<file path="src/shared/can_filt_pkg.sv">
package can_filt_pkg;

   // ------------------------------------------------------------
   // Register map, byte addresses on the AHB-Lite word grid
   // ------------------------------------------------------------
   localparam logic [31:0] ADDR_ACC_BASE  = 32'h0000_0000; // Acceptance codes 0..7
   localparam logic [31:0] ADDR_MASK_BASE = 32'h0000_0020; // Don't-care masks 0..7
   localparam logic [31:0] ADDR_CTRL      = 32'h0000_0040; // Filter mode select
   localparam logic [31:0] ADDR_STAT      = 32'h0000_0044; // Hit index, foreground state
   localparam logic [31:0] ADDR_FGID_BASE = 32'h0000_0048; // Foreground identifier 0..3
   localparam logic [31:0] ADDR_FGID_LAST = 32'h0000_0054; // Last identifier register

   // ------------------------------------------------------------
   // Field positions
   // ------------------------------------------------------------
   localparam int CTRL_MODE_LSB   = 0;  // Two-bit mode field
   localparam int STAT_HIT_LSB    = 0;  // Three-bit hit index
   localparam int STAT_FGV_BIT    = 8;  // Foreground holds a message
   localparam int STAT_REL_BIT    = 8;  // Write one here to release it
   localparam int STAT_DROP_BIT   = 9;  // Sticky: a message was discarded

   // ------------------------------------------------------------
   // Reset values
   // ------------------------------------------------------------
   localparam logic [7:0] ACC_RST  = 8'h00;
   localparam logic [7:0] MASK_RST = 8'h00;

   // ------------------------------------------------------------
   // Bus constants
   // ------------------------------------------------------------
   localparam logic [1:0] HTRANS_NONSEQ = 2'h2;
   localparam logic [2:0] HSIZE_WORD    = 3'h2;
   localparam logic       HRESP_OKAY    = 1'h0;

   // Filter groupings, in register encoding order
   typedef enum logic [1:0] {
      MODE_32,
      MODE_16,
      MODE_8,
      MODE_CLOSED
   } filt_mode_t;

   // Reset grouping: nothing gets through until software opens it
   localparam filt_mode_t MODE_RST = MODE_CLOSED;

   // Bus slave phase tracking
   typedef enum logic [1:0] {
      BUS_IDLE,
      BUS_WR,
      BUS_RD_WAIT,
      BUS_RD_OUT
   } bus_state_t;

   // Identifier bytes as the receiver lays them out
   typedef struct packed {
      logic [7:0] b0;  // Top identifier bits
      logic [7:0] b1;  // Next bits plus control flags
      logic [7:0] b2;  // Extended only
      logic [7:0] b3;  // Extended only, remote flag in bit 0
   } rx_id_t;

   // Latched address phase
   typedef struct packed {
      logic        wr;
      logic [31:0] addr;
   } ahb_phase_t;

endpackage

</file>
<file path="src/hdl/can_rx_id_acceptance_filter.sv">
`timescale 1ns/1ps
`default_nettype none

module can_rx_id_acceptance_filter #(
   parameter int NUM_PAIRS = 8   // Mask/code pairs
) (
   // Clock and reset
   input  wire logic                  clk,
   input  wire logic                  srst,
   // AHB-Lite slave
   input  wire logic                  hsel,
   input  wire logic [31:0]           haddr,
   input  wire logic [1:0]            htrans,
   input  wire logic                  hwrite,
   input  wire logic [2:0]            hsize,
   input  wire logic [31:0]           hwdata,
   input  wire logic                  hready,
   output logic                       hreadyout,
   output logic                       hresp,
   output logic [31:0]                hrdata,
   // Message from the bit-stream receiver
   input  wire logic                  rx_msg_valid,
   input  wire can_filt_pkg::rx_id_t  rx_msg_id,
   // Toward receive flag logic
   output logic                       rx_fg_valid,
   output logic [2:0]                 rx_fg_hit,
   output logic                       rx_drop
);

   // ------------------------------------------------------------
   // Elaboration check
   // ------------------------------------------------------------
   // Groupings are hard-wired to eight pairs
   if (NUM_PAIRS != 8)
   begin : g_bad_pairs
      $error("NUM_PAIRS must be 8");
   end

   // ------------------------------------------------------------
   // Functions
   // ------------------------------------------------------------
   // One byte compare; set mask bits exclude a position
   function automatic logic byte_hit(input logic [7:0] id,
                                     input logic [7:0] code,
                                     input logic [7:0] mask);
      byte_hit = ((id ^ code) & ~mask) == 8'h00;
   endfunction

   // Lowest set bit wins, as the filters are checked in order
   function automatic logic [2:0] first_hit(input logic [7:0] v);
      first_hit = 3'h0;
      for (int i = 7; i >= 0; i--)
      begin
         if (v[i])
         begin
            first_hit = 3'(i);
         end
      end
   endfunction

   // Word-aligned, in-range test for a region of registers
   function automatic logic in_region(input logic [31:0] a,
                                      input logic [31:0] base,
                                      input logic [31:0] last);
      in_region = (a >= base) && (a <= last) && (a[1:0] == 2'h0);
   endfunction

   // ------------------------------------------------------------
   // Storage
   // ------------------------------------------------------------
   logic [7:0]               acc_ff  [8];   // Acceptance codes
   logic [7:0]               mask_ff [8];   // Don't-care masks, set bits excluded
   can_filt_pkg::filt_mode_t mode_ff;       // Filter grouping
   can_filt_pkg::rx_id_t     bg_id_ff;      // Background buffer
   logic                     bg_valid_ff;   // Background occupied
   can_filt_pkg::rx_id_t     fg_id_ff;      // Foreground buffer
   logic                     fg_valid_ff;   // Foreground occupied
   logic [2:0]               fg_hit_ff;     // Hit index of foreground
   logic                     drop_ff;       // Discard pulse
   logic                     drop_seen_ff;  // Sticky discard flag
   can_filt_pkg::bus_state_t bus_st_ff;     // Bus phase state
   can_filt_pkg::ahb_phase_t phase_ff;      // Latched address phase
   logic [31:0]              hrdata_ff;     // Read data

   // ------------------------------------------------------------
   // Filtering of the background message
   // ------------------------------------------------------------
   logic [7:0] pair_match;   // Each pair against its own byte
   logic [7:0] hit_vec;      // Hits after grouping
   logic       accepted;     // Any filter hit
   logic [2:0] hit_idx;      // Winning filter number

   // Pair k looks at byte k mod 4, k mod 2 or byte 0 by mode
   for (genvar k = 0; k < 8; k++)
   begin : g_pair
      logic [7:0] id_byte;
      logic [7:0] byte_sel;
      assign byte_sel = (k % 4 == 0) ? bg_id_ff.b0 :
                        (k % 4 == 1) ? bg_id_ff.b1 :
                        (k % 4 == 2) ? bg_id_ff.b2 : bg_id_ff.b3;
      assign id_byte  = (mode_ff == can_filt_pkg::MODE_32) ? byte_sel :
                        (mode_ff == can_filt_pkg::MODE_16) ?
                        ((k % 2 == 0) ? bg_id_ff.b0 : bg_id_ff.b1) :
                        bg_id_ff.b0;
      assign pair_match[k] = byte_hit(id_byte, acc_ff[k], mask_ff[k]);
   end

   // Grouping of pair results into filters
   assign hit_vec =
      (mode_ff == can_filt_pkg::MODE_32) ?
         {6'h00, &pair_match[7:4], &pair_match[3:0]} :
      (mode_ff == can_filt_pkg::MODE_16) ?
         {4'h0, &pair_match[7:6], &pair_match[5:4],
          &pair_match[3:2], &pair_match[1:0]} :
      (mode_ff == can_filt_pkg::MODE_8) ? pair_match :
      8'h00;

   assign accepted = |hit_vec;
   assign hit_idx  = first_hit(hit_vec);

   // ------------------------------------------------------------
   // Buffer chain control
   // ------------------------------------------------------------
   logic fg_release;   // Software frees the foreground
   logic fg_free;      // Foreground can take a message
   logic do_shift;     // Background moves to foreground
   logic do_drop;      // Background message rejected
   logic stat_wr;      // Data phase write to status register

   assign fg_free  = ~fg_valid_ff | fg_release;
   // An accepted message waits in the background while the
   // foreground is still owned by software
   assign do_shift = bg_valid_ff & accepted & fg_free;
   assign do_drop  = bg_valid_ff & ~accepted;

   // Background: every message lands here first; a new arrival
   // always overwrites, so an accepted one still waiting on the foreground is simply replaced
   always_ff @(posedge clk)
   begin
      if (srst)
      begin
         bg_valid_ff <= 1'b0;
         bg_id_ff    <= '0;
      end
      else
      begin
         if (rx_msg_valid)
         begin
            bg_id_ff    <= rx_msg_id;
            bg_valid_ff <= 1'b1;
         end
         else if (do_shift | do_drop)
         begin
            bg_valid_ff <= 1'b0;
         end
      end
   end

   // Foreground: id and hit index move together so the index
   // never describes any other message
   always_ff @(posedge clk)
   begin
      if (srst)
      begin
         fg_valid_ff <= 1'b0;
         fg_id_ff    <= '0;
         fg_hit_ff   <= 3'h0;
      end
      else
      begin
         if (do_shift)
         begin
            fg_id_ff    <= bg_id_ff;
            fg_hit_ff   <= hit_idx;
            fg_valid_ff <= 1'b1;
         end
         else if (fg_release)
         begin
            fg_valid_ff <= 1'b0;
         end
      end
   end

   // Discard reporting; a new discard beats a clear
   always_ff @(posedge clk)
   begin
      if (srst)
      begin
         drop_ff      <= 1'b0;
         drop_seen_ff <= 1'b0;
      end
      else
      begin
         drop_ff <= do_drop;
         if (do_drop)
         begin
            drop_seen_ff <= 1'b1;
         end
         else if (stat_wr && hwdata[can_filt_pkg::STAT_DROP_BIT])
         begin
            drop_seen_ff <= 1'b0;
         end
      end
   end

   // ------------------------------------------------------------
   // AHB-Lite slave
   // ------------------------------------------------------------
   logic addr_take;   // Address phase accepted this edge
   logic acc_wr;      // Data phase write to a code register
   logic mask_wr;     // Data phase write to a mask register
   logic ctrl_wr;     // Data phase write to mode register
   logic [2:0] wr_idx;    // Pair index of the write
   logic [31:0] rd_word;  // Read mux output

   assign addr_take = hsel & htrans[1] & hready;
   assign wr_idx    = phase_ff.addr[4:2];
   assign acc_wr  = (bus_st_ff == can_filt_pkg::BUS_WR) &
                    in_region(phase_ff.addr, can_filt_pkg::ADDR_ACC_BASE,
                              can_filt_pkg::ADDR_MASK_BASE - 32'h4);
   assign mask_wr = (bus_st_ff == can_filt_pkg::BUS_WR) &
                    in_region(phase_ff.addr, can_filt_pkg::ADDR_MASK_BASE,
                              can_filt_pkg::ADDR_CTRL - 32'h4);
   assign ctrl_wr = (bus_st_ff == can_filt_pkg::BUS_WR) &
                    (phase_ff.addr == can_filt_pkg::ADDR_CTRL);
   assign stat_wr = (bus_st_ff == can_filt_pkg::BUS_WR) &
                    (phase_ff.addr == can_filt_pkg::ADDR_STAT);
   assign fg_release = stat_wr & hwdata[can_filt_pkg::STAT_REL_BIT];

   // Read mux over the latched address; unmapped reads as zero
   function automatic logic [31:0] reg_read(input logic [31:0] a);
      logic [2:0] i;
      i = a[4:2];
      reg_read = 32'h0000_0000;
      if (in_region(a, can_filt_pkg::ADDR_ACC_BASE, can_filt_pkg::ADDR_MASK_BASE - 32'h4))
      begin
         reg_read = {24'h000000, acc_ff[i]};
      end
      else if (in_region(a, can_filt_pkg::ADDR_MASK_BASE, can_filt_pkg::ADDR_CTRL - 32'h4))
      begin
         reg_read = {24'h000000, mask_ff[i]};
      end
      else if (a == can_filt_pkg::ADDR_CTRL)
      begin
         reg_read[can_filt_pkg::CTRL_MODE_LSB +: 2] = mode_ff;
      end
      else if (a == can_filt_pkg::ADDR_STAT)
      begin
         reg_read[can_filt_pkg::STAT_HIT_LSB +: 3] = fg_hit_ff;
         reg_read[can_filt_pkg::STAT_FGV_BIT]      = fg_valid_ff;
         reg_read[can_filt_pkg::STAT_DROP_BIT]     = drop_seen_ff;
      end
      else if (in_region(a, can_filt_pkg::ADDR_FGID_BASE, can_filt_pkg::ADDR_FGID_LAST))
      begin
         // Standard messages use only the first two of these
         unique case (a[3:2])
            2'h2:    reg_read = {24'h000000, fg_id_ff.b0};
            2'h3:    reg_read = {24'h000000, fg_id_ff.b1};
            2'h0:    reg_read = {24'h000000, fg_id_ff.b2};
            default: reg_read = {24'h000000, fg_id_ff.b3};
         endcase
      end
   endfunction

   // A process rather than an assign, so a register write also
   // refreshes the mux while the latched address stays the same
   always_comb
   begin
      rd_word = reg_read(phase_ff.addr);
   end

   // Bus phase sequencing; reads take one wait state so the
   // data leaves a flip-flop and sees any write just before
   always_ff @(posedge clk)
   begin
      if (srst)
      begin
         bus_st_ff <= can_filt_pkg::BUS_IDLE;
         phase_ff  <= '0;
      end
      else
      begin
         unique case (bus_st_ff)
            can_filt_pkg::BUS_RD_WAIT:
            begin
               bus_st_ff <= can_filt_pkg::BUS_RD_OUT;
            end
            default:
            begin
               // Idle, write data phase or read output: open
               if (addr_take)
               begin
                  phase_ff.addr <= haddr;
                  phase_ff.wr   <= hwrite;
                  bus_st_ff     <= hwrite ? can_filt_pkg::BUS_WR
                                          : can_filt_pkg::BUS_RD_WAIT;
               end
               else
               begin
                  bus_st_ff <= can_filt_pkg::BUS_IDLE;
               end
            end
         endcase
      end
   end

   // Read data register
   always_ff @(posedge clk)
   begin
      if (srst)
      begin
         hrdata_ff <= 32'h0000_0000;
      end
      else if (bus_st_ff == can_filt_pkg::BUS_RD_WAIT)
      begin
         hrdata_ff <= rd_word;
      end
   end

   // ------------------------------------------------------------
   // Software registers
   // ------------------------------------------------------------
   // Codes and masks, low byte of the write data
   always_ff @(posedge clk)
   begin
      if (srst)
      begin
         for (int p = 0; p < 8; p++)
         begin
            acc_ff[p]  <= can_filt_pkg::ACC_RST;
            mask_ff[p] <= can_filt_pkg::MASK_RST;
         end
      end
      else
      begin
         if (acc_wr)
         begin
            acc_ff[wr_idx] <= hwdata[7:0];
         end
         if (mask_wr)
         begin
            mask_ff[wr_idx] <= hwdata[7:0];
         end
      end
   end

   // Mode select; changing it while traffic flows gives a
   // message filtered under either grouping, hence set it first
   always_ff @(posedge clk)
   begin
      if (srst)
      begin
         mode_ff <= can_filt_pkg::MODE_RST;
      end
      else if (ctrl_wr)
      begin
         mode_ff <= can_filt_pkg::filt_mode_t'(
                       hwdata[can_filt_pkg::CTRL_MODE_LSB +: 2]);
      end
   end

   // ------------------------------------------------------------
   // Outputs
   // ------------------------------------------------------------
   assign hreadyout   = (bus_st_ff != can_filt_pkg::BUS_RD_WAIT);
   assign hresp       = can_filt_pkg::HRESP_OKAY;
   assign hrdata      = hrdata_ff;
   assign rx_fg_valid = fg_valid_ff;
   assign rx_fg_hit   = fg_hit_ff;
   assign rx_drop     = drop_ff;

endmodule

`default_nettype wire

</file>
<file path="config.mk">
export PLATFORM = sky130hd
export DESIGN_NAME = can_rx_id_acceptance_filter
export DESIGN_NICKNAME = d
export VERILOG_FILES = /design/src/shared/can_filt_pkg.sv /design/src/hdl/can_rx_id_acceptance_filter.sv
export SDC_FILE = /design/constraint.sdc
export NUM_CORES = 1
export LEC_CHECK = 0
export ABC_AREA = 0
export BUFFER_PORTS_ARGS = -buffer_cell sky130_fd_sc_hd__buf_2
export CAP_MARGIN = 20
export CORE_MARGIN = 5
export CORE_UTILIZATION = 55
export DETAILED_ROUTE_END_ITERATION = 7
export PLACE_DENSITY = 0.76
export SLEW_MARGIN = 20
export SYNTH_ARGS = -nofsm -noshare
export SYNTH_HDL_FRONTEND = slang
export SYNTH_SLANG_ARGS = --single-unit
export TNS_END_PERCENT = 5
</file>
<file path="constraint.sdc">
create_clock -name clk -period 3.4 [get_ports clk]
set_clock_uncertainty 0.2 [all_clocks]
set_input_delay 0.68 -clock clk [delete_from_list [all_inputs] [get_ports clk]]
set_output_delay 0.68 -clock clk [all_outputs]
set_load 0.01 [all_outputs]
</file>
==> results of run 1 <==
## worst max-delay path by stage
| stage | to | slack (ns) | cells past startpoint |
|---|---|---|---|
| final | fg_id_ff[0] | 0.06 | 11 |
| after global routing | fg_id_ff[2] | -0.08 | 10 |
| after CTS | fg_id_ff[24] | 0.1 | 11 |
| after detailed placement | fg_id_ff[24] | -0.04 | 11 |
| after global placement | fg_id_ff[4] | 0.04 | 10 |
| after floorplan | fg_id_ff[24] | 0.43 | 11 |
## worst reg2reg max path: stages, from the launching register on
cell and delay (ns):
dfxtp_2 0.41, buf_4 0.19, nor2_8 0.21, mux2i_2 0.37
mux2i_1 0.25, o2111a_1 0.32, and2_1 0.27, nand4_1 0.17
and3_4 0.23, a41oi_4 0.19, buf_12 0.23, mux2i_1 0.22
## state kept, by name, summed over array words and instances (netlist names), named ones only
| register | flops |
|---|---|
| rx_drop | 1 |
| rx_fg_hit | 3 |
| mode_ff | 2 |
| g_pair.byte_sel | 32 |
| rx_fg_valid | 1 |
| fg_id_ff | 32 |
| mask_ff | 64 |
| acc_ff | 64 |
| bus_st_ff | 2 |
| hrdata | 10 |
| drop_seen_ff | 1 |
| phase_ff | 32 |
| bg_valid_ff | 1 |
## Yosys cell counts (3+ instances only)
cell / number / share of area (%)
mux2i_1: 106 / 8.5
xor2_1: 36 / 2.5
nand2_1: 141 / 4.2
or2_1: 3 / 0.15
and2_1: 131 / 6.5
a211oi_1: 5 / 0.30
mux2_2: 9 / 0.81
o2111ai_1: 3 / 0.21
edfxtp_1: 128 / 31
o21ai_0: 15 / 0.60
mux4_2: 41 / 7.4
a21oi_1: 43 / 1.7
nand3_1: 7 / 0.28
nand2b_1: 7 / 0.35
dfxtp_1: 120 / 19
o31ai_1: 4 / 0.24
a221oi_1: 6 / 0.42
nor3_1: 14 / 0.56
inv_1: 4 / 0.12
xnor2_1: 32 / 2.2
clkbuf_1: 63 / 1.9
o221ai_1: 4 / 0.28
buf_8: 3 / 0.36
a22oi_1: 6 / 0.36
mux2i_2: 4 / 0.44
o22ai_1: 21 / 1.0
nor2_1: 80 / 2.4
and3_1: 4 / 0.20
nor2b_1: 16 / 0.80
nand4_1: 3 / 0.15
or2_2: 4 / 0.20
nor4_1: 11 / 0.55
buf_4: 25 / 1.5
## area by class of cell
cell class                      instances  area [um2]
Clock buffer                           36         759
Timing Repair Buffer                  179        1140
Multi-Input combinational cell        812        5890
Sequential cell                       248        6250
Inverter                                5        18.8
Fill cell                            1776        8030
Clock inverter                         12         133
Tap cell                              285         357
## power breakdown
group	leakage (uW)	internal [uW]	total, uW	switching [uW]
Combinational	0.00292	282	641	359
Sequential	0.00230	3240	3360	122
Clock	0.000436	1780	2910	1130
## cells in the final DEF (no fill, tap or decap), types with 41 or more instances in the layout
| master | Yosys | final |
|---|---|---|
| a21oi_1 | 43 | 43 |
| and2_1 | 131 | 131 |
| buf_2 | 2 | 96 |
| buf_4 | 25 | 80 |
| dfxtp_1 | 120 | 119 |
| edfxtp_1 | 128 | 128 |
| mux2i_1 | 106 | 105 |
| mux4_2 | 41 | 41 |
| nand2_1 | 141 | 141 |
| nor2_1 | 80 | 80 |
## layer usage
metal / vias to the layer above / share of wire [%] / global-route usage, %
li1: 4272 / - / -
met1: 4392 / 41 / 38.4
met2: 472 / 44 / 42.1
met3: 99 / 9.5 / 5.84
met4: 0 / 4.6 / 10.9
met5: - / 0 / 0
## stage by stage
stage	cell area [um2]	setup TNS, ns
6_report	14500	0
5_1_grt	14500	-1.74
4_1_cts	14500	0
3_5_place_dp	13600	-0.378
3_3_place_gp	13600	0
2_1_floorplan	12600	0
## repair_timing
item	4_1_cts	5_1_grt
gates resized for setup	2	3
endpoints found under the setup margin	33	42
cloned	0	0
## cells by family after synthesis
group	after synthesis	synth area share, %
AO/OA/AOI/OAI	132	7.14
buffers and inverters	101	4.12
other	1	0.0299
AND/OR/NAND/NOR	429	17.1
XOR/XNOR	68	4.75
flip-flops	248	49.8
multiplexers	160	17.1
==> run summary, run 1 <==
CP endpoint kind -> register
Synth Instances -> 1139
Die X -> 161 um
Worst path slowest cell -> dfxtp_2
Register bit total from synthesis -> 248
Hold-fix buffers at CTS -> 0
Post-layout util -> 64.4%
Num CTS Buffers -> 27
Top fanout value on the critical path -> 22
Worst R2R End -> fg_id_ff[0]
Layout Area Growth over Synthesis -> 16.0%
Post-Layout Cell Count -> 1577
Antenna Diode Count -> 0
Cell-by-cell listing of the critical path -> buf_4, nor2_8, mux2i_2, mux2i_1, o2111a_1, and2_1, nand4_1, and3_4, a41oi_4, buf_12, mux2i_1
DP HPWL -> 27600 um
Layout cells sized above 1 -> 22.5%
Drt wl/cell -> 22.9 um
Status -> finished clean
First-pass GRT wire length -> 54000 um
Leakage Power -> 0.00565 uW
Via density per instance -> 5.86
Worst path required time -> 3.65 ns
Fmax -> 300 MHz
Worst hold start -> haddr[0]
Port-buffer cells -> 96
Initial antenna violation count -> 0
Buf/Inv on CP -> 2
Reg2Reg Setup Slack -> 0.06 ns
Async SR Flop Fraction -> 0%
I/O Pins -> 146
Clock Pin Slew Worst Setup and Hold Paths -> 0.06 ns
Setup WS pre-CTS -> -0.0419 ns
Global placer's final weighted congestion -> 1.03
Post-route setup slack -> 0.0616 ns
Reg-to-reg startpoint -> mode_ff[0]
Vias -> 9235
Clk buf depth -> 3
R2r worst-path depth -> 11
CTS tree -> yes
Final period util -> 98.2%
Hold Path Stages -> 3
Max Cap Viol -> 0
Clock Root Buffer -> clkbuf_16
Worst Hold End -> phase_ff[0]
Final WL -> 36100 um
Tot Pwr -> 6910 uW
Mapped cell area -> 12500 um2
Global Route Usage Sum -> 27.4%
Vias in the first global route -> 8992
Iteration-0 DRC Markers -> 1041
CP peak stage delay -> 0.41 ns
Die Y -> 161 um
Power per cell area -> 475 nW/um2
Die area -> 25900 um2
Largest net degree at the start of global routing -> 62
Critical Path Start Type -> register
CTS H-Tree Depth -> 1
Slew headroom -> 48.6%
Placed cells -> 1529
Final ANT Viol Nets -> 0
Cell mode on critical path -> mux2i_1
Setup CP Type -> register to register
RSZ-0062 raised after global routing -> true
Synth unique cells -> 63
Yosys warning total -> 0
Worst Setup SP -> mode_ff[0]
GRT Residual Overflow -> 0
Initial Utilization -> 55.5%
Worst Path Arrival -> 3.59 ns
Hold WS -> 0.190 ns
Row count -> 55
DRC viols -> 0
DRT Pass-1 Iters -> 5
Total core area -> 22600 um2
Register area share after synthesis -> 49.8%
Mapped Avg Cell Area -> 11.0 um2
Peak supply drop -> 0.437 mV
Fin crit period -> 3.34 ns
Top FF cell, synth -> edfxtp_1
Worst skew pair latency -> 0.53 ns
Worst slew pin tran -> 0.770 ns
Final nets -> 1380
Setup Fix Bufs, Post-CTS -> 0
Setup Viol. Count Final -> 0
Hold crit path type -> input pin to register
Pins over their slew limit -> 0
Sink Count -> 248
Number of synthesized flops with an enable pin -> 128
Crit-path leading delay family -> simple AND/OR/NAND/NOR gates
Endpoints failing hold -> 0
No activity file was read; power rests on OpenSTA's default activity.
==> run 2, diff against run 1 <==
--- a/config.mk
+++ b/config.mk
@@ -6,12 +6,14 @@
 export NUM_CORES = 1
 export LEC_CHECK = 0
 export ABC_AREA = 0
+export ABC_CLOCK_PERIOD_IN_PS = 3800
 export BUFFER_PORTS_ARGS = -buffer_cell sky130_fd_sc_hd__buf_2
 export CAP_MARGIN = 20
 export CORE_MARGIN = 5
 export CORE_UTILIZATION = 55
 export DETAILED_ROUTE_END_ITERATION = 7
 export PLACE_DENSITY = 0.76
+export REMOVE_ABC_BUFFERS = 1
 export SLEW_MARGIN = 20
 export SYNTH_ARGS = -nofsm -noshare
 export SYNTH_HDL_FRONTEND = slang
==> constraint.sdc (replaced) <==
create_clock -name clk -period 3.8 [get_ports clk]
set_clock_uncertainty 0.2 [all_clocks]
set_input_delay 0.76 -clock clk [delete_from_list [all_inputs] [get_ports clk]]
set_output_delay 0.76 -clock clk [all_outputs]
set_load 0.01 [all_outputs]
==> run 2 against run 1 <==
Against the previous run: core utilization fell by 1.3 points; register-to-register slack improved by 0.095 ns; routed wire length down 0.88%; design area fell by 2.0%; critical path depth unchanged; die area unchanged; critical path type unchanged.
==> run summary, run 2 (synthesis gave the netlist of run 1 again) <==
Status -> finished clean (unchanged)
Worst Path Arrival -> 3.88 ns (was 3.59 ns)
I/O Pins -> 146 (unchanged)
Reg-to-reg startpoint -> mode_ff[1] (was mode_ff[0])
Placed instance area -> 13400 um2 (was 13600 um2)
Commonest non-fill, non-tap cell in the layout -> nand2_1 (unchanged)
CTS tree -> yes (unchanged)
Cell-by-cell listing of the critical path -> buf_4, mux2i_1, xor2_1, o22a_1, o221ai_1, nor3_2, nand4_1, and3_4, a41oi_4, buf_12, mux2i_1 (was buf_4, nor2_8, mux2i_2, mux2i_1, o2111a_1, and2_1, nand4_1, and3_4, a41oi_4, buf_12, mux2i_1)
Critical Path Start Type -> register (unchanged)
Power per cell area -> 420 nW/um2 (was 475 nW/um2)
Worst Hold End -> fg_id_ff[13] (was phase_ff[0])
Antenna Diode Count -> 0 (unchanged)
Worst Setup SP -> mode_ff[1] (was mode_ff[0])
Slew headroom -> 27.6% (was 48.6%)
Setup WS pre-CTS -> 0.164 ns (was -0.0419 ns)
Leakage Power -> 0.00548 uW (was 0.00565 uW)
GRT Residual Overflow -> 0 (unchanged)
Die Y -> 161 um (unchanged)
CP peak stage delay -> 0.49 ns (was 0.41 ns)
Worst R2R End -> fg_id_ff[21] (was fg_id_ff[0])
Layout fillers -> 1841 (was 1776)
Buf/Inv on CP -> 2 (unchanged)
Fin crit period -> 3.64 ns (was 3.34 ns)
Clock Pin Slew Worst Setup and Hold Paths -> 0.06 ns (about the same)
Final ANT Viol Nets -> 0 (unchanged)
Die X -> 161 um (unchanged)
Setup Fix Bufs, Post-CTS -> 0 (unchanged)
DP HPWL -> 26900 um (was 27600 um)
Hold-fix buffers at CTS -> 0 (unchanged)
Worst hold start -> fg_id_ff[13] (was haddr[0])
Biggest regs -> acc_ff: 64 flops, mask_ff: 64 flops (unchanged)
Final nets -> 1353 (was 1380)
RSZ-0062 raised after global routing -> false (was true)
Final WL -> 35800 um (was 36100 um)
Fin area -> 14300 um2 (was 14500 um2)
Via density per instance -> 5.92 (was 5.86)
R2r worst-path depth -> 11 (unchanged)
Global Route Usage Sum -> 27.0% (was 27.4%)
Total core area -> 22600 um2 (unchanged)
Cell mode on critical path -> mux2i_1 (unchanged)
Worst slew pin tran -> 1.09 ns (was 0.770 ns)
Post-cts sizing count -> 0 (was 2)
Worst path required time -> 4.04 ns (was 3.65 ns)
CP endpoint kind -> register (unchanged)
Worst skew pair latency -> 0.53 ns (about the same)
Setup CP Type -> register to register (unchanged)
DRT Pass-1 Iters -> 5 (unchanged)
Post-layout util -> 63.1% (was 64.4%)
Worst path slowest cell -> mux2i_1 (was dfxtp_2)
Drt wl/cell -> 23.1 um (was 22.9 um)
Setup Viol. Count Final -> 0 (unchanged)
Largest net degree at the start of global routing -> 83 (was 62)
DRC viols -> 0 (unchanged)
Die area -> 25900 um2 (unchanged)
Layout Area Growth over Synthesis -> 13.7% (was 16.0%)
Sink Count -> 248 (unchanged)
Hold Path Stages -> 2 (was 3)
Layout cells sized above 1 -> 20.6% (was 22.5%)
Top fanout value on the critical path -> 32 (was 22)
Max Cap Viol -> 0 (unchanged)
Vias -> 9171 (was 9235)
Port-buffer cells -> 96 (unchanged)
Most frequent cells in the layout -> 141 x nand2_1, 131 x and2_1, 128 x edfxtp_1 (unchanged)
Vias in the first global route -> 8908 (was 8992)
Endpoints failing hold -> 0 (unchanged)
Crit-path leading delay family -> simple AND/OR/NAND/NOR gates (unchanged)
Tot Pwr -> 5980 uW (was 6910 uW)
First-pass GRT wire length -> 53400 um (was 54000 um)
Initial Utilization -> 55.5% (unchanged)
Fmax -> 274 MHz (was 300 MHz)
Hold crit path type -> register to register (was input pin to register)
Post-route setup slack -> 0.157 ns (was 0.0616 ns)
Clock Root Buffer -> clkbuf_16 (unchanged)
Iteration-0 DRC Markers -> 1006 (was 1041)
Peak supply drop -> 0.403 mV (was 0.437 mV)
CTS H-Tree Depth -> 1 (unchanged)
Reg2Reg Setup Slack -> 0.16 ns (was 0.06 ns)
Clk buf depth -> 3 (unchanged)
Initial antenna violation count -> 0 (unchanged)
Row count -> 55 (unchanged)
Num CTS Buffers -> 26 (was 27)
Pins over their slew limit -> 0 (unchanged)
Final period util -> 95.9% (was 98.2%)
Global placer's final weighted congestion -> 1.00 (was 1.03)
==> run 2: cell count changes in the layout (fill, tap and decap cells not counted), sizes merged <==
cell	before	now
buf	179	153
bufinv	3	0
clkbuf	36	45
clkinv	7	1
clkinvlp	1	0
==> run 2: through the flow <==
| stage | hold slack [ns] | cells | TNS, ns |
|---|---|---|---|
| 6_report | 0.253 | 1550 | 0 |
| 5_1_grt | 0.258 | 1550 | 0 |
| 4_1_cts | 0.252 | 1550 | 0 |
| 3_5_place_dp | 0.243 | 1503 | 0 |
| 3_3_place_gp | 0.239 | 1503 | 0 |
| 2_1_floorplan | 0.230 | 1065 | -3.68 |
==> run 2: worst reg2reg max path, delay by kind of cell (launching register included) <==
family | cells | cell delay [ns]
XOR/XNOR | 1 | 0.20
multiplexers | 2 | 0.78
flip-flops | 1 | 0.45
AND/OR/NAND/NOR | 3 | 0.87
buffers and inverters | 2 | 0.55
AO/OA/AOI/OAI | 3 | 0.50
==> run 2: layer usage <==
layer	wire, um	up-vias	track usage, %	share of wire, %
met2	16200	451	42.8	45
li1	-	4216	-	-
met1	15100	4441	37.9	42
met5	0	-	0	0
met3	3470	63	5.89	9.7
met4	1060	0	7.75	3.0
==> run 2: worst max-delay path by stage <==
stage,to,slack (ns),depth (start not counted)
after floorplan,fg_id_ff[0],-0.12,9
after global placement,fg_id_ff[21],0.31,11
after detailed placement,fg_id_ff[21],0.16,11
after CTS,fg_id_ff[21],0.17,11
after global routing,fg_id_ff[21],0.03,12
final,fg_id_ff[21],0.16,11
==> run 2: area by class of cell <==
cell class,instances,area (um2),area share (%)
repair buffers,153,933,6.55
multi-input cells,812,5880,41.3
inverters,5,18.8,0.132
well taps,285,357,2.50
flip-flops and latches,248,6250,43.8
clock inverters,2,11.3,0.0790
clock buffers,45,805,5.64
==> run 2: report_power, final <==
group / total [uW] / internal, uW / switching (uW)
combinational: 567 / 235 / 331
clock: 2420 / 1420 / 1000
sequential: 2990 / 2890 / 98.7
total: 5980 / 4550 / 1430
